`src/include/csor_pkg.sv`:
```
// shared constants and types for the core status and option register bank
package csor_pkg;

	// ****************************************
	// file register decode (9-bit data address)
	// ****************************************
	localparam logic [6:0] STATUS_LOW7 = 7'h03;
	localparam logic [7:0] OPTION_LOW8 = 8'h81;
	localparam logic [8:0] STATUS_IDX = 9'h003;
	localparam logic [8:0] OPTION_IDX = 9'h081;
	localparam int ADDR_W = 12;
	localparam int IDX_LSB = 2;
	localparam int IDX_MSB = 10;
	localparam logic [1:0] IDX_LSB_ZERO = 2'h0;

	// ****************************************
	// status register fields
	// ****************************************
	localparam int STS_INDIRECT_BANK = 7;
	localparam int STS_DIRECT_BANK_HI = 6;
	localparam int STS_DIRECT_BANK_LO = 5;
	localparam int STS_TIMEOUT = 4;
	localparam int STS_POWER_DOWN = 3;
	localparam int STS_ZERO = 2;
	localparam int STS_DIGIT_CARRY = 1;
	localparam int STS_CARRY = 0;
	localparam logic [7:0] STATUS_RESET = 8'h18;
	// the time-out and power-down bits are never written by software
	localparam logic [7:0] STATUS_WR_MASK = 8'he7;

	// ****************************************
	// option register fields
	// ****************************************
	localparam int OPT_PULLUP_DIS = 7;
	localparam int OPT_INT_EDGE = 6;
	localparam int OPT_T0_SRC = 5;
	localparam int OPT_T0_EDGE = 4;
	localparam int OPT_PSC_ASSIGN = 3;
	localparam int OPT_RATE_HI = 2;
	localparam int OPT_RATE_LO = 0;
	localparam logic [7:0] OPTION_RESET = 8'hff;

	// ****************************************
	// prescaler, postscaler, pins
	// ****************************************
	localparam int PSC_W = 8;
	localparam int POST_W = 16;
	localparam logic [15:0] WDT_POST_TOP_DEFAULT = 16'hffff;
	localparam int PORTA_W = 6;
	localparam int HALF_W = 4;

	// ****************************************
	// operation reported by the core for flag update
	// ****************************************
	typedef enum logic [2:0] {
		ALU_NONE = 3'h0,
		ALU_ADD = 3'h1,
		ALU_SUB = 3'h2,
		ALU_ROT_RIGHT = 3'h3,
		ALU_ROT_LEFT = 3'h4,
		ALU_LOGIC = 3'h5
	} csor_alu_op_type;

endpackage : csor_pkg

```
`src/logic/csor_core_regs.sv`:
```
// core status and option registers with flag logic, prescaler and watchdog postscaler
//
// Functional notes
// - indirect bank bit picks banks 2,3 or 0,1
// - direct bank field picks one of four banks
// - time-out set at power-up, clear-watchdog, sleep
// - watchdog expiry clears time-out flag
// - power-down set at power-up and clear-watchdog
// - sleep clears power-down flag
// - zero flag shows zero result
// - digit carry is carry from bit 3
// - carry is carry out of bit 7
// - subtract adds two's complement, borrow inverted
// - rotates load carry with bit shifted out
// - assignment bit gives prescaler to watchdog or timer0
// - watchdog path has dedicated 16-bit postscaler
// - status decodes in all four banks
// - option decodes at 81h and 181h
// - flag logic beats written flag bits
// - time-out and power-down ignore software writes
`timescale 1ns/1ps

module csor_core_regs
	import csor_pkg::*;
#(
	parameter logic [15:0] WDT_POST_TOP = csor_pkg::WDT_POST_TOP_DEFAULT
) (
	input wire logic pclk,
	input wire logic presetn,
	input wire logic psel,
	input wire logic penable,
	input wire logic pwrite,
	input wire logic [csor_pkg::ADDR_W-1:0] paddr,
	input wire logic [31:0] pwdata,
	output logic [31:0] prdata,
	output logic pready,
	output logic pslverr,
	input wire logic core_wr_en,
	input wire logic [8:0] core_wr_addr,
	input wire logic [7:0] core_wr_data,
	input wire csor_pkg::csor_alu_op_type alu_op,
	input wire logic [7:0] alu_a,
	input wire logic [7:0] alu_b,
	input wire logic clear_watchdog_instruction,
	input wire logic sleep_instruction,
	input wire logic watchdog_enable,
	input wire logic watchdog_tick,
	input wire logic instr_cycle_tick,
	input wire logic timer0_clock_pin,
	input wire logic ext_interrupt_pin,
	input wire logic [csor_pkg::PORTA_W-1:0] port_a_pullup_mask,
	input wire logic [6:0] direct_addr,
	input wire logic [7:0] indirect_ptr,
	output logic [8:0] direct_data_addr,
	output logic [8:0] indirect_data_addr,
	output logic [7:0] core_status_flags,
	output logic [7:0] timer_prescale_options,
	output logic [csor_pkg::PORTA_W-1:0] port_a_pullup_en,
	output logic timer0_increment,
	output logic watchdog_timeout,
	output logic ext_int_edge_event
);
	import csor_pkg::*;

	// ****************************************
	// state
	// ****************************************
	typedef struct packed {
		logic [7:0] status;
		logic [7:0] option;
		logic [PSC_W-1:0] psc_cnt;
		logic [POST_W-1:0] post_cnt;
		logic [1:0] t0ck_sync;
		logic [1:0] int_sync;
		logic t0ck_prev;
		logic int_prev;
		logic timer0_inc;
		logic wdt_timeout;
		logic int_edge;
		logic [PORTA_W-1:0] pullup_en;
		logic [31:0] rdata;
	} csor_state_type;

	csor_state_type state_q;
	csor_state_type state_d;

	// ****************************************
	// helpers
	// ****************************************
	function automatic logic is_status(input logic [8:0] a);
		is_status = (a[6:0] == STATUS_LOW7);
	endfunction : is_status

	function automatic logic is_option(input logic [8:0] a);
		is_option = (a[7:0] == OPTION_LOW8);
	endfunction : is_option

	// returns {carry, digit carry, sum}
	function automatic logic [9:0] add_flags(input logic [7:0] a, input logic [7:0] b, input logic cin);
		logic [8:0] full;
		logic [HALF_W:0] low;
		full = {1'b0, a} + {1'b0, b} + {8'h00, cin};
		low = {1'b0, a[HALF_W-1:0]} + {1'b0, b[HALF_W-1:0]} + {4'h0, cin};
		add_flags = {full[8], low[HALF_W], full[7:0]};
	endfunction : add_flags

	// a prescaler of ratio 2^shift fires when the low shift bits wrap to zero
	function automatic logic psc_hit(input logic [PSC_W-1:0] cnt, input logic [3:0] shift);
		logic [PSC_W:0] mask;
		mask = ({{PSC_W{1'b0}}, 1'b1} << shift) - {{PSC_W{1'b0}}, 1'b1};
		psc_hit = ((cnt & mask[PSC_W-1:0]) == {PSC_W{1'b0}});
	endfunction : psc_hit

	// merge a write into the status register, keeping the read-only bits
	function automatic logic [7:0] status_write(input logic [7:0] cur, input logic [7:0] wr);
		status_write = (wr & STATUS_WR_MASK) | (cur & ~STATUS_WR_MASK);
	endfunction : status_write

	// ****************************************
	// apb decode
	// ****************************************
	logic [8:0] apb_idx;
	logic apb_aligned;
	logic apb_status;
	logic apb_option;
	logic apb_hit;
	logic apb_wr;

	// the word index is the 9-bit file address, so the bank mirrors appear on the bus too
	assign apb_idx = paddr[IDX_MSB:IDX_LSB];
	assign apb_aligned = (paddr[IDX_LSB-1:0] == IDX_LSB_ZERO) && !paddr[ADDR_W-1];
	assign apb_status = apb_aligned && is_status(apb_idx);
	assign apb_option = apb_aligned && is_option(apb_idx);
	assign apb_hit = apb_status || apb_option;
	assign apb_wr = psel && penable && pwrite && apb_hit;
	// every register answers in its access phase, so no wait states are needed
	assign pready = 1'b1;
	// unmapped or misaligned words fail loudly instead of aliasing onto a register
	assign pslverr = psel && penable && !apb_hit;

	// ****************************************
	// next state
	// ****************************************
	logic [9:0] arith;
	logic t0_src_tick;
	logic t0_pin_edge;
	logic psc_to_wdt;
	logic psc_in;
	logic [PSC_W-1:0] psc_next;
	logic [3:0] rate;
	logic psc_out;
	logic t0_tick;
	logic wdt_stage;
	logic wdt_expire;

	always_comb begin
		state_d = state_q;
		arith = 10'h000;
		rate = {1'b0, state_q.option[OPT_RATE_HI:OPT_RATE_LO]};
		psc_to_wdt = state_q.option[OPT_PSC_ASSIGN];

		// synchronisers: the first stage feeds only the second
		// the pins are asynchronous, so two stages guard the edge logic from metastability
		state_d.t0ck_sync = {state_q.t0ck_sync[0], timer0_clock_pin};
		state_d.int_sync = {state_q.int_sync[0], ext_interrupt_pin};
		state_d.t0ck_prev = state_q.t0ck_sync[1];
		state_d.int_prev = state_q.int_sync[1];

		// external interrupt edge
		if (state_q.option[OPT_INT_EDGE]) begin
			state_d.int_edge = state_q.int_sync[1] && !state_q.int_prev;
		end else begin
			state_d.int_edge = !state_q.int_sync[1] && state_q.int_prev;
		end

		// timer0 source
		if (state_q.option[OPT_T0_EDGE]) begin
			t0_pin_edge = !state_q.t0ck_sync[1] && state_q.t0ck_prev;
		end else begin
			t0_pin_edge = state_q.t0ck_sync[1] && !state_q.t0ck_prev;
		end
		t0_src_tick = state_q.option[OPT_T0_SRC] ? t0_pin_edge : instr_cycle_tick;

		// shared prescaler
		// the count survives option writes, so a reassignment may cut one period short
		psc_in = psc_to_wdt ? (watchdog_tick && watchdog_enable) : t0_src_tick;
		psc_next = state_q.psc_cnt + {{(PSC_W-1){1'b0}}, 1'b1};
		if (psc_to_wdt) begin
			psc_out = psc_in && psc_hit(psc_next, rate);
		end else begin
			psc_out = psc_in && psc_hit(psc_next, rate + 4'h1);
		end
		if (psc_in) begin
			state_d.psc_cnt = psc_next;
		end
		t0_tick = psc_to_wdt ? t0_src_tick : psc_out;
		wdt_stage = psc_to_wdt ? psc_out : (watchdog_tick && watchdog_enable);
		state_d.timer0_inc = t0_tick;

		// dedicated watchdog postscaler
		// expiry falls on the tick that finds the top count: a period is top plus one ticks
		wdt_expire = 1'b0;
		if (wdt_stage) begin
			if (state_q.post_cnt == WDT_POST_TOP) begin
				wdt_expire = 1'b1;
				state_d.post_cnt = {POST_W{1'b0}};
			end else begin
				state_d.post_cnt = state_q.post_cnt + {{(POST_W-1){1'b0}}, 1'b1};
			end
		end
		// restarting the watchdog also restarts the prescaler while it serves the watchdog
		if (clear_watchdog_instruction || sleep_instruction) begin
			wdt_expire = 1'b0;
			state_d.post_cnt = {POST_W{1'b0}};
			if (psc_to_wdt) begin
				state_d.psc_cnt = {PSC_W{1'b0}};
			end
		end
		state_d.wdt_timeout = wdt_expire;

		// register writes: core first, a bus write in the same cycle lands last
		if (core_wr_en && is_status(core_wr_addr)) begin
			state_d.status = status_write(state_q.status, core_wr_data);
		end
		if (core_wr_en && is_option(core_wr_addr)) begin
			state_d.option = core_wr_data;
		end
		if (apb_wr && apb_status) begin
			state_d.status = status_write(state_d.status, pwdata[7:0]);
		end
		if (apb_wr && apb_option) begin
			state_d.option = pwdata[7:0];
		end

		// reset-cause flags
		// set wins: a restart in the expiry cycle keeps the time-out flag high
		if (wdt_expire) begin
			state_d.status[STS_TIMEOUT] = 1'b0;
		end
		if (clear_watchdog_instruction) begin
			state_d.status[STS_TIMEOUT] = 1'b1;
			state_d.status[STS_POWER_DOWN] = 1'b1;
		end
		if (sleep_instruction) begin
			state_d.status[STS_TIMEOUT] = 1'b1;
			state_d.status[STS_POWER_DOWN] = 1'b0;
		end

		// alu flags are applied after any write, so they override written flag bits
		// the core reports at most one flag update per cycle
		case (alu_op)
			ALU_ADD: begin
				arith = add_flags(alu_a, alu_b, 1'b0);
				state_d.status[STS_CARRY] = arith[9];
				state_d.status[STS_DIGIT_CARRY] = arith[8];
				state_d.status[STS_ZERO] = (arith[7:0] == 8'h00);
			end
			ALU_SUB: begin
				// a - b as a + ~b + 1: the carries read as inverted borrows
				arith = add_flags(alu_a, ~alu_b, 1'b1);
				state_d.status[STS_CARRY] = arith[9];
				state_d.status[STS_DIGIT_CARRY] = arith[8];
				state_d.status[STS_ZERO] = (arith[7:0] == 8'h00);
			end
			ALU_ROT_RIGHT: begin
				state_d.status[STS_CARRY] = alu_a[0];
			end
			ALU_ROT_LEFT: begin
				state_d.status[STS_CARRY] = alu_a[7];
			end
			ALU_LOGIC: begin
				state_d.status[STS_ZERO] = (alu_a == 8'h00);
			end
			default: begin
				arith = 10'h000;
			end
		endcase

		// pull-ups
		// registered, so the enables follow a mask change one cycle late
		if (state_q.option[OPT_PULLUP_DIS]) begin
			state_d.pullup_en = {PORTA_W{1'b0}};
		end else begin
			state_d.pullup_en = port_a_pullup_mask;
		end

		// read data is captured in the setup cycle, ready for the access phase
		if (psel && !penable) begin
			state_d.rdata = 32'h0000_0000;
			if (apb_status) begin
				state_d.rdata = {24'h00_0000, state_q.status};
			end else if (apb_option) begin
				state_d.rdata = {24'h00_0000, state_q.option};
			end
		end
	end

	// ****************************************
	// registers
	// ****************************************
	always_ff @(posedge pclk or negedge presetn) begin
		if (!presetn) begin
			// reset stands for power-up: time-out and power-down read 1
			state_q.status <= STATUS_RESET;
			state_q.option <= OPTION_RESET;
			state_q.psc_cnt <= {PSC_W{1'b0}};
			state_q.post_cnt <= {POST_W{1'b0}};
			state_q.t0ck_sync <= 2'h0;
			state_q.int_sync <= 2'h0;
			state_q.t0ck_prev <= 1'b0;
			state_q.int_prev <= 1'b0;
			state_q.timer0_inc <= 1'b0;
			state_q.wdt_timeout <= 1'b0;
			state_q.int_edge <= 1'b0;
			state_q.pullup_en <= {PORTA_W{1'b0}};
			state_q.rdata <= 32'h0000_0000;
		end else begin
			state_q <= state_d;
		end
	end

	// ****************************************
	// outputs
	// ****************************************
	// bank bits come straight from the register; the low address bits are the core's own
	// combinational, so a bank change steers the very next data access
	assign indirect_data_addr = {state_q.status[STS_INDIRECT_BANK], indirect_ptr};
	assign direct_data_addr = {state_q.status[STS_DIRECT_BANK_HI:STS_DIRECT_BANK_LO], direct_addr};
	assign core_status_flags = state_q.status;
	assign timer_prescale_options = state_q.option;
	assign port_a_pullup_en = state_q.pullup_en;
	assign timer0_increment = state_q.timer0_inc;
	assign watchdog_timeout = state_q.wdt_timeout;
	assign ext_int_edge_event = state_q.int_edge;
	assign prdata = state_q.rdata;

endmodule : csor_core_regs

```
`config.mk`:
```
export PLATFORM = sky130hd
export DESIGN_NAME = csor_core_regs
export DESIGN_NICKNAME = d
export VERILOG_FILES = /design/src/include/csor_pkg.sv /design/src/logic/csor_core_regs.sv
export SDC_FILE = /design/constraint.sdc
export NUM_CORES = 1
export LEC_CHECK = 0
export BUFFER_PORTS_ARGS = -buffer_cell sky130_fd_sc_hd__buf_2
export CORE_MARGIN = 4
export CORE_UTILIZATION = 33
export DETAILED_ROUTE_END_ITERATION = 8
export PLACE_DENSITY = 0.55
export SLEW_MARGIN = 25
export SYNTH_ARGS = -nofsm -noshare
export SYNTH_HDL_FRONTEND = slang
export SYNTH_SLANG_ARGS = --single-unit
```
`constraint.sdc`:
```
create_clock -name pclk -period 5.8 [get_ports pclk]
set_input_delay 0.29 -clock pclk [delete_from_list [all_inputs] [get_ports pclk]]
set_output_delay 0.29 -clock pclk [all_outputs]
set_load 0.03 [all_outputs]
```
==> results of run 1 <==
==> kinds of logic after synthesis <==
group                    synth area share
flip-flops                          0.334
AO/OA/AOI/OAI                       0.166
XOR/XNOR                           0.0442
adder cells (fa/ha/maj)            0.0637
AND/OR/NAND/NOR                     0.179
buffers and inverters               0.163
other                             0.00158
multiplexers                       0.0487
==> flip-flops by register name (all words and copies together), names as in the netlist <==
register / count
state_q: 26
state_d: 4
core_status_flags: 8
ext_int_edge_event: 1
timer0_increment: 1
prdata: 8
timer_prescale_options: 8
watchdog_timeout: 1
port_a_pullup_en: 6
==> cells in the final DEF (no fill, tap or decap), types with 3 or more instances in the layout <==
cell        instances
nor2b_1            12
o311ai_0            4
o31ai_1             5
or3_1               7
a211oi_1            3
dfstp_2            10
clkinvlp_4          3
buf_2             109
a21o_1              6
o21a_1              6
nor3b_1             5
nor2_1             41
o21ai_0            29
xor2_1             12
or4_1               5
mux2i_1            22
nand2b_1            5
xnor2_1            12
a21oi_1            26
o21bai_1            4
conb_1             25
nand3_1            15
dfrtp_1            53
nand4_1             6
inv_1              29
o21ai_1             6
ha_1               21
a31oi_1             6
nand2_1            39
nor3_1             11
clkbuf_16           9
and3_1              6
==> layer usage <==
layer  vias to the layer above  global-route usage  wire length, um
met5                         -                   0                0
met4                         0              0.0587              223
met3                        19              0.0317              626
met2                       106               0.231             5550
met1                      1800               0.169             4920
li1                       1910                   -                -
==> where the power goes <==
part           leakage (uW)  switching (uW)  internal (uW)
sequential         0.000793            59.4            484
combinational       0.00159             232            150
clock              0.000134             198            310
==> worst max path at each step <==
stage	slack, ns	cells past startpoint	to
floorplan	3.23	12	timer0_increment
global placement	3.04	8	state_q[58]
detailed placement	2.96	8	state_q[61]
CTS	2.97	8	state_q[61]
global route	2.75	8	state_q[61]
finish	2.96	8	state_q[60]
==> Yosys cell counts (all sizes together) (5+ instances only) <==
| cell | number | area share |
|---|---|---|
| nor3 | 12 | 0.014 |
| o21a | 6 | 0.0095 |
| nand2b | 5 | 0.0066 |
| a21o | 6 | 0.0095 |
| xor2 | 12 | 0.022 |
| nand2 | 39 | 0.031 |
| a21oi | 27 | 0.031 |
| or3 | 7 | 0.0092 |
| nor2 | 41 | 0.032 |
| ha | 21 | 0.055 |
| nand3 | 16 | 0.018 |
| nor3b | 5 | 0.0079 |
| dfstp | 10 | 0.055 |
| inv | 29 | 0.023 |
| or4 | 5 | 0.0079 |
| mux2i | 22 | 0.046 |
| o311ai | 5 | 0.0092 |
| nor2b | 12 | 0.016 |
| o31ai | 5 | 0.0079 |
| buf | 82 | 0.13 |
| and3 | 6 | 0.0079 |
| a31oi | 6 | 0.0079 |
| xnor2 | 12 | 0.022 |
| o21ai | 36 | 0.039 |
| dfrtp | 53 | 0.28 |
| clkbuf | 10 | 0.0079 |
| nand4 | 6 | 0.0079 |
==> cell type report <==
cell class                      count  area share
Timing Repair Buffer              111       0.107
Tap cell                          180      0.0429
Clock buffer                       11      0.0481
Clock inverter                      5     0.00619
Inverter                           29      0.0207
Multi-Input combinational cell    382       0.473
Sequential cell                    63       0.303
==> stage by stage <==
stage,setup WS [ns],hold WS [ns],total power [uW]
after global placement,3.04,0.333,925
after global routing,2.75,0.0589,1520
after floorplan,3.23,-0.00559,892
after CTS,2.97,0.0505,1450
final,2.96,0.0644,1430
after detailed placement,2.96,0.341,931
==> qor.txt, run 1 <==
Fmax -> 352 MHz
Distinct cells, synth -> 68
Diode count -> 0
CP endpoint kind -> flop
Final Hold Viols -> 0
Die Span Y -> 128 um
CTS Buf Count -> 9
CTS HTree Levels -> 3
Synth Cell Area -> 4760 um2
Nets -> 733
Fin util -> 0.375
Filler cells -> 1452
Placed Area -> 4970 um2
Die W -> 128 um
Critical Path, Cell by Cell -> inv_1 > ha_1 > or2_2 > xor2_1 > a2bb2oi_2 > a211oi_2 > o21ai_0 > a21oi_1
Fin cells -> 781
Status -> finished clean
VDD IR max -> 0.000122 V
CTS tree -> done
Buffers on Ports -> 109
Post-Route Skew -> 0.00673 ns
Fraction of the yosys area taken by sequential cells -> 0.334
Post_cts resized -> 0
Final Setup Violations -> 0
First-pass GRT wire length -> 18200 um
Slew margin rel. -> 0.451
Hold worst-path end -> state_d[44]
Main flop type after synthesis -> dfrtp_1
Cells after Synth -> 543
Required time worst endpoint -> 6.05 ns
CP bufs+invs -> 1
Startpoint Class -> flop
Async S/R FF share, synth -> 1.00
Max Cap Viol -> 0
Post-CTS setup repair buffer count -> 0
Yosys reg bits -> 63
Worst slew pin tran -> 0.823 ns
CTS Root Cell -> clkbuf_16
Post-synth EDFFs -> 0
GRT Residual Overflow -> 0
Setup CP Type -> flop to flop
Dpl hpwl -> 8840 um
Clock latency on the worst-skew pair -> 0.33 ns
Routed len/inst -> 14.5 um
Final Critical Period -> 2.84 ns
Power per Cell Area -> 273 nW/um2
Final GP Congestion -> 0.830
TritonCTS sink count -> 63
Setup TNS -> 0 ns
CP Launch Point -> timer_prescale_options[2]
Area growth from synthesis to layout -> 10.4%
Layout cells sized above 1 -> 0.248
Hold crit path type -> primary input to flop
Number of global-route vias before repair -> 3783
Die area -> 16400 um2
Delay-heaviest family, CP -> compound AO/OA/AOI/OAI gates
Iteration-0 DRC count of the detailed router -> 148
Post-route design area -> 5250 um2
Synth Warn # -> 0
Slowest CP cell -> dfstp_2
Detailed-route via count -> 3835
Residual DRC -> 0
Detail Route Antenna Nets -> 0
Hold Crit Start -> ext_interrupt_pin
Multi-input gate area -> 2480 um2
Crit Path Max Fanout -> 14
R2r startpoint -> timer_prescale_options[2]
# IOs -> 191
R2R Setup Slk -> 2.96 ns
CP arrival -> 3.10 ns
Placed cell count -> 765
Core area -> 14000 um2
Delay of the slowest critical-path stage -> 0.70 ns
Hold_buf cts -> 0
Initial core utilization -> 0.340
R2R Path End -> state_q[60]
Hold Path Depth -> 1
Pins Over Slew Limit -> 0
Initial antenna violation count -> 0
Reg area -> 1590 um2
Max clock buf depth -> 2
DR pass1 iterations -> 6
R2r worst-path depth -> 8
Largest net degree at the start of global routing -> 64
Clock transition at path regs -> 0.06 ns
Syn Area/Cell -> 8.76 um2
Total Wirelength -> 11300 um
Leakage -> 0.00252 uW
GRT Overall Usage -> 0.138
Tcrit/Tclk final -> 0.490
Rows -> 43
RSZ-0062 raised after global routing -> false
Via-per-instance ratio -> 4.91
No activity file was read; power rests on OpenSTA's default activity.
==> run 2, diff against run 1 <==
--- a/config.mk
+++ b/config.mk
@@ -9,7 +9,7 @@
 export CORE_MARGIN = 4
 export CORE_UTILIZATION = 33
 export DETAILED_ROUTE_END_ITERATION = 8
-export PLACE_DENSITY = 0.55
+export PLACE_DENSITY = 0.57
 export SLEW_MARGIN = 25
 export SYNTH_ARGS = -nofsm -noshare
 export SYNTH_HDL_FRONTEND = slang
==> constraint.sdc (replaced) <==
create_clock -name pclk -period 2.5 [get_ports pclk]
set_input_delay 0.125 -clock pclk [delete_from_list [all_inputs] [get_ports pclk]]
set_output_delay 0.125 -clock pclk [all_outputs]
set_load 0.03 [all_outputs]
==> run 2 against run 1 <==
Effect of this change:
- die area is the same
- via count increased by 2.6%
- wire length is 2.3% higher
- global-route usage rose by 0.55 points
- fmax grew 18%
- non-clock buffer count up 24
- sequential share of layout area is 1.6 points lower
- sequential power increased by 130%
- core utilization grew 2.1 points
- register-to-register slack worse by 2.9 ns
- clock skew fell by 0.0015 ns
==> qor.txt, run 2 (same netlist as run 1, synthesis figures left out) <==
Delay of the slowest critical-path stage -> 0.52 ns (was 0.70 ns)
Residual DRC -> 0 (unchanged)
Hold crit path type -> primary input to flop (unchanged)
Required time worst endpoint -> 2.76 ns (was 6.05 ns)
Tcrit/Tclk final -> 0.961 (was 0.490)
DR pass1 iterations -> 4 (was 6)
Detail Route Antenna Nets -> 0 (unchanged)
Max Cap Viol -> 0 (unchanged)
Final Critical Period -> 2.40 ns (was 2.84 ns)
GRT Residual Overflow -> 0 (unchanged)
GRT Overall Usage -> 0.143 (was 0.138)
Startpoint Class -> flop (unchanged)
Max FFs per register -> 26 (unchanged)
Buffers on Ports -> 109 (unchanged)
Final Setup Violations -> 0 (unchanged)
CTS Root Cell -> clkbuf_16 (unchanged)
Initial antenna violation count -> 0 (unchanged)
Layout cells sized above 1 -> 0.270 (was 0.248)
Commonest non-fill, non-tap cell in the layout -> buf_2 (unchanged)
Detailed-route via count -> 3933 (was 3835)
CTS tree -> done (unchanged)
Pwr Total -> 3680 uW (was 1430 uW)
Total Wirelength -> 11600 um (was 11300 um)
Leakage -> 0.00266 uW (was 0.00252 uW)
Routed len/inst -> 14.4 um (was 14.5 um)
Slowest CP cell -> dfstp_2 (unchanged)
Number of global-route vias before repair -> 3898 (was 3783)
Power per Cell Area -> 664 nW/um2 (was 273 nW/um2)
CTS HTree Levels -> 3 (unchanged)
Dpl hpwl -> 9040 um (was 8840 um)
Multi-input gate area -> 2500 um2 (was 2480 um2)
Nets -> 757 (was 733)
First-pass GRT wire length -> 19100 um (was 18200 um)
Die W -> 128 um (unchanged)
VDD IR max -> 0.000305 V (was 0.000122 V)
Clock transition at path regs -> 0.06 ns (about the same)
Setup CP Type -> flop to flop (unchanged)
Largest Register -> state_q (unchanged)
Rows -> 43 (unchanged)
Setup TNS -> 0 ns (unchanged)
RSZ-0062 raised after global routing -> true (was false)
Initial core utilization -> 0.340 (unchanged)
Critical Path, Cell by Cell -> inv_1 > ha_2 > or2_2 > xor2_1 > a2bb2oi_2 > buf_4 > a21oi_4 > buf_4 > or3_1 > a21oi_1 (was inv_1 > ha_1 > or2_2 > xor2_1 > a2bb2oi_2 > a211oi_2 > o21ai_0 > a21oi_1)
Crit path top cell by count -> buf_4
Pins Over Slew Limit -> 0 (unchanged)
Die area -> 16400 um2 (unchanged)
Diode count -> 0 (unchanged)
CP arrival -> 2.66 ns (was 3.10 ns)
Reg area -> 1590 um2 (unchanged)
Core area -> 14000 um2 (unchanged)
Crit Path Max Fanout -> 15 (was 14)
CP endpoint kind -> flop (unchanged)
Post-route design area -> 5550 um2 (was 5250 um2)
Largest net degree at the start of global routing -> 34 (was 64)
Area growth from synthesis to layout -> 16.7% (was 10.4%)
Final Hold Viols -> 0 (unchanged)
Filler cells -> 1440 (was 1452)
Die Span Y -> 128 um (unchanged)
Status -> finished clean (unchanged)
Max clock buf depth -> 2 (unchanged)
CTS Buf Count -> 9 (unchanged)
Placed Area -> 5080 um2 (was 4970 um2)
Iteration-0 DRC count of the detailed router -> 159 (was 148)
Clock latency on the worst-skew pair -> 0.33 ns (about the same)
Final GP Congestion -> 0.846 (was 0.830)
# IOs -> 191 (unchanged)
Worst slew pin tran -> 0.746 ns (was 0.823 ns)
Most frequent cells in the layout -> buf_2 (109), dfrtp_1 (53), nor2_1 (41) (unchanged)
Slew margin rel. -> 0.502 (was 0.451)
Via-per-instance ratio -> 4.89 (was 4.91)
TritonCTS sink count -> 63 (unchanged)
Post-Route Skew -> 0.00523 ns (was 0.00673 ns)
Fmax -> 416 MHz (was 352 MHz)
==> run 2: cell types whose count changed in the layout (fill, tap and decap cells not counted), moves of 2 or more <==
cell | before | now
bufinv_16 | 0 | 3
dlygate4sd3_1 | 0 | 7
clkinv_2 | 2 | 0
buf_4 | 2 | 17
==> run 2: metrics by stage <==
stage,hold WS [ns],cells,worst slack [ns],utilization
3_5_place_dp,0.242,779,0.0399,0.364
5_1_grt,0.0132,805,-0.0132,0.397
3_3_place_gp,0.235,779,0.0910,0.364
6_report,0.0134,805,0.0969,0.397
4_1_cts,0.00253,802,0.0185,0.393
2_1_floorplan,-0.171,566,0.0198,-
==> run 2: power by group <==
group | switching (uW) | internal [uW]
combinational | 582 | 410
clock | 452 | 1000
sequential | 114 | 1120
total | 1150 | 2530
==> run 2: final cells by class <==
cell class	count	area share
Tap cell	180	0.0406
Sequential cell	63	0.286
Timing Repair Buffer	135	0.140
Inverter	29	0.0196
Multi-Input combinational cell	382	0.451
Clock inverter	5	0.0189
Clock buffer	11	0.0438
==> run 2: worst max-delay path: cells and delay by family (launching register included) <==
kind | cells | cell delay, ns
compound gates | 3 | 0.43
xor+xnor | 1 | 0.17
fa+ha+maj | 1 | 0.18
buf+inv | 3 | 0.37
flops | 1 | 0.52
simple gates | 2 | 0.65
==> run 2: timing repair <==
item | CTS | global route
gates resized for setup | 0 | 6
hold endpoints to repair | 36 | 0
setup endpoints to repair | 0 | 9
buffers inserted | 0 | 3
hold buffers | 7 | 0
==> run 2: path summary, 6_finish.rpt <==
check,slack (ns),to,cells after the start,start
worst max-delay path,0.1,state_q[59],10,timer_prescale_options[2]
max in group asynchronous,1.40,timer_prescale_options[5],3,presetn
worst min-delay path,0.01,port_a_pullup_en[0],2,port_a_pullup_mask[0]
worst min register to register,0.35,state_d[42],0,state_d[46]
min in group asynchronous,0.40,state_q[54],2,presetn
worst max register to register,0.1,state_q[59],10,timer_prescale_options[2]
==> run 2: metal layers <==
layer,wire length [um],up-vias,part of all wire,track usage
li1,-,1956,-,-
met3,569,21,0.049,0.0388
met5,0,-,0,0
met4,216,0,0.019,0.0449
met1,5010,1844,0.43,0.177
met2,5780,112,0.50,0.243
==> run 3, diff against run 2 <==
--- a/config.mk
+++ b/config.mk
@@ -7,9 +7,9 @@
 export LEC_CHECK = 0
 export BUFFER_PORTS_ARGS = -buffer_cell sky130_fd_sc_hd__buf_2
 export CORE_MARGIN = 4
-export CORE_UTILIZATION = 33
+export CORE_UTILIZATION = 45
 export DETAILED_ROUTE_END_ITERATION = 8
-export PLACE_DENSITY = 0.57
+export PLACE_DENSITY = 0.75
 export SLEW_MARGIN = 25
 export SYNTH_ARGS = -nofsm -noshare
 export SYNTH_HDL_FRONTEND = slang
==> run 3 against run 2 <==
Effect of this change:
- final cell count down 4.8%
- combinational power about the same
- count of clock-buffer cells in the layout up 1
- non-clock buffer count up 4
- hold slack better by 0.0029 ns
- wire length down 2.9%
- die area down 25%
- largest cell class unchanged
- highest routed layer unchanged
==> qor.txt, run 3 (same netlist as run 1, synthesis figures left out) <==
Reg area -> 1590 um2 (unchanged)
Total Wirelength -> 11200 um (was 11600 um)
Area growth from synthesis to layout -> 12.8% (was 16.7%)
R2r worst-path depth -> 9 (was 10)
Delay of the slowest critical-path stage -> 0.48 ns (was 0.52 ns)
Slowest CP cell -> or4_1 (was dfstp_2)
Number of global-route vias before repair -> 3859 (was 3898)
Largest net degree at the start of global routing -> 34 (unchanged)
Initial antenna violation count -> 0 (unchanged)
Power per Cell Area -> 556 nW/um2 (was 664 nW/um2)
Slew margin rel. -> 0.519 (was 0.502)
Clock transition at path regs -> 0.07 ns (was 0.06 ns)
Initial core utilization -> 0.461 (was 0.340)
Rows -> 37 (was 43)
Core area -> 10300 um2 (was 14000 um2)
Post-route design area -> 5370 um2 (was 5550 um2)
Placed Area -> 5040 um2 (was 5080 um2)
Final GP Congestion -> 0.847 (was 0.846)
VDD IR max -> 0.000330 V (was 0.000305 V)
Die area -> 12300 um2 (was 16400 um2)
Pins Over Slew Limit -> 0 (unchanged)
Setup TNS -> 0 ns (unchanged)
Most frequent cells in the layout -> buf_2 (109), dfrtp_1 (53), nor2_1 (41) (unchanged)
TritonCTS sink count -> 63 (unchanged)
Setup CP Type -> flop to flop (unchanged)
Required time worst endpoint -> 2.76 ns (about the same)
Crit Path Max Fanout -> 14 (was 15)
Pwr Total -> 2990 uW (was 3680 uW)
Fmax -> 410 MHz (was 416 MHz)
CTS Root Cell -> clkbuf_8 (was clkbuf_16)
Residual DRC -> 0 (unchanged)
Buffers on Ports -> 109 (unchanged)
Dpl hpwl -> 8730 um (was 9040 um)
Routed len/inst -> 14.7 um (was 14.4 um)
Detail Route Antenna Nets -> 0 (unchanged)
GRT Residual Overflow -> 0 (unchanged)
Max FFs per register -> 26 (unchanged)
DR pass1 iterations -> 4 (unchanged)
CP endpoint kind -> flop (unchanged)
CTS HTree Levels -> 3 (unchanged)
Max clock buf depth -> 2 (unchanged)
Fin util -> 0.520 (was 0.397)
Post-Route Skew -> 0.00912 ns (was 0.00523 ns)
Final Critical Period -> 2.44 ns (was 2.40 ns)
Tcrit/Tclk final -> 0.975 (was 0.961)
# IOs -> 191 (unchanged)
Iteration-0 DRC count of the detailed router -> 173 (was 159)
Critical Path, Cell by Cell -> ha_1 > and3_4 > and4_1 > o21ai_2 > o2111a_2 > a211oi_2 > buf_6 > or4_1 > a21oi_1 (was inv_1 > ha_2 > or2_2 > xor2_1 > a2bb2oi_2 > buf_4 > a21oi_4 > buf_4 > or3_1 > a21oi_1)
GRT Overall Usage -> 0.177 (was 0.143)
Hold crit path type -> primary input to flop (unchanged)
WHS -> 0.0163 ns (was 0.0134 ns)
CP arrival -> 2.70 ns (was 2.66 ns)
Commonest non-fill, non-tap cell in the layout -> buf_2 (unchanged)
Layout cells sized above 1 -> 0.273 (was 0.270)
Die Span Y -> 111 um (was 128 um)
Final Hold Viols -> 0 (unchanged)
Multi-input gate area -> 2530 um2 (was 2500 um2)
Hold Path Depth -> 3 (was 2)
Nets -> 762 (was 757)
Detailed-route via count -> 4037 (was 3933)
Status -> finished clean (unchanged)
Filler cells -> 999 (was 1440)
Startpoint Class -> flop (unchanged)
Worst slew pin tran -> 0.721 ns (was 0.746 ns)
Diode count -> 0 (unchanged)
Max Cap Viol -> 0 (unchanged)
Via-per-instance ratio -> 5.27 (was 4.89)
Largest Register -> state_q (unchanged)
Leakage -> 0.00261 uW (was 0.00266 uW)
Final Setup Violations -> 0 (unchanged)
CTS tree -> done (unchanged)
Clock latency on the worst-skew pair -> 0.34 ns (was 0.33 ns)
Die W -> 111 um (was 128 um)
First-pass GRT wire length -> 18200 um (was 19100 um)
CTS Buf Count -> 9 (unchanged)
-- run 3: cell types whose count changed in the layout (fill, tap and decap cells not counted), sizes merged --
| cell | change |
|---|---|
| a21oi | +1 |
| buf | +2 |
| bufinv | -3 |
| clkbuf | +1 |
| clkinv | +3 |
| clkinvlp | -1 |
| dlygate4sd3 | +2 |
-- run 3: worst paths after layout --
path                                              to  slack [ns]   startpoint
max in group asynchronous  timer_prescale_options[5]        1.42      presetn
min reg2reg                              state_d[42]        0.36  state_d[46]
min                        timer_prescale_options[3]        0.02    pwdata[3]
max reg2reg                              state_q[56]        0.06  state_q[63]
min in group asynchronous                state_q[68]        0.38      presetn
max                                      state_q[56]        0.06  state_q[63]
-- run 3: final cells by class --
cell class	instances	share of cell area
Clock inverter	4	0.00420
Multi-Input combinational cell	383	0.471
Sequential cell	63	0.296
Tap cell	136	0.0317
Timing Repair Buffer	139	0.152
Clock buffer	12	0.0252
Inverter	29	0.0203
-- run 3: per-stage QoR --
stage                     instances  worst slack [ns]
after detailed placement        736           0.00835
after global placement          736            0.0858
after global routing            766           -0.0120
after floorplan                 566            0.0198
after CTS                       761           0.00210
final                           766            0.0613
-- run 3: critical path, delay by kind of cell (launching register included) --
kind / cells / cell delay, ns
AO/OA/AOI/OAI: 4 / 0.67
buffers and inverters: 1 / 0.17
adder cells (fa/ha/maj): 1 / 0.23
flip-flops: 1 / 0.39
AND/OR/NAND/NOR: 3 / 0.90
-- run 3: report_power, final --
group	leakage (uW)	total, uW	switching, uW	internal, uW
Combinational	0.00173	1010	591	416
Clock	0.0000801	736	381	355
Sequential	0.000793	1240	121	1120
-- run 3: metal layers --
| metal | vias to the layer above | track usage | wire length, um |
|---|---|---|---|
| met5 | - | 0 | 0 |
| met4 | 0 | 0.0681 | 207 |
| met3 | 21 | 0.0366 | 700 |
| met2 | 131 | 0.293 | 5500 |
| met1 | 1921 | 0.228 | 4840 |
| li1 | 1964 | - | - |
-- run 3: what timing repair did --
| action | 4_1_cts | 5_1_grt |
|---|---|---|
| hold endpoints to repair | 37 | 0 |
| setup endpoints to repair | 0 | 14 |
| buffers inserted | 0 | 4 |
| gates resized for setup | 0 | 10 |
| hold buffers | 9 | 0 |
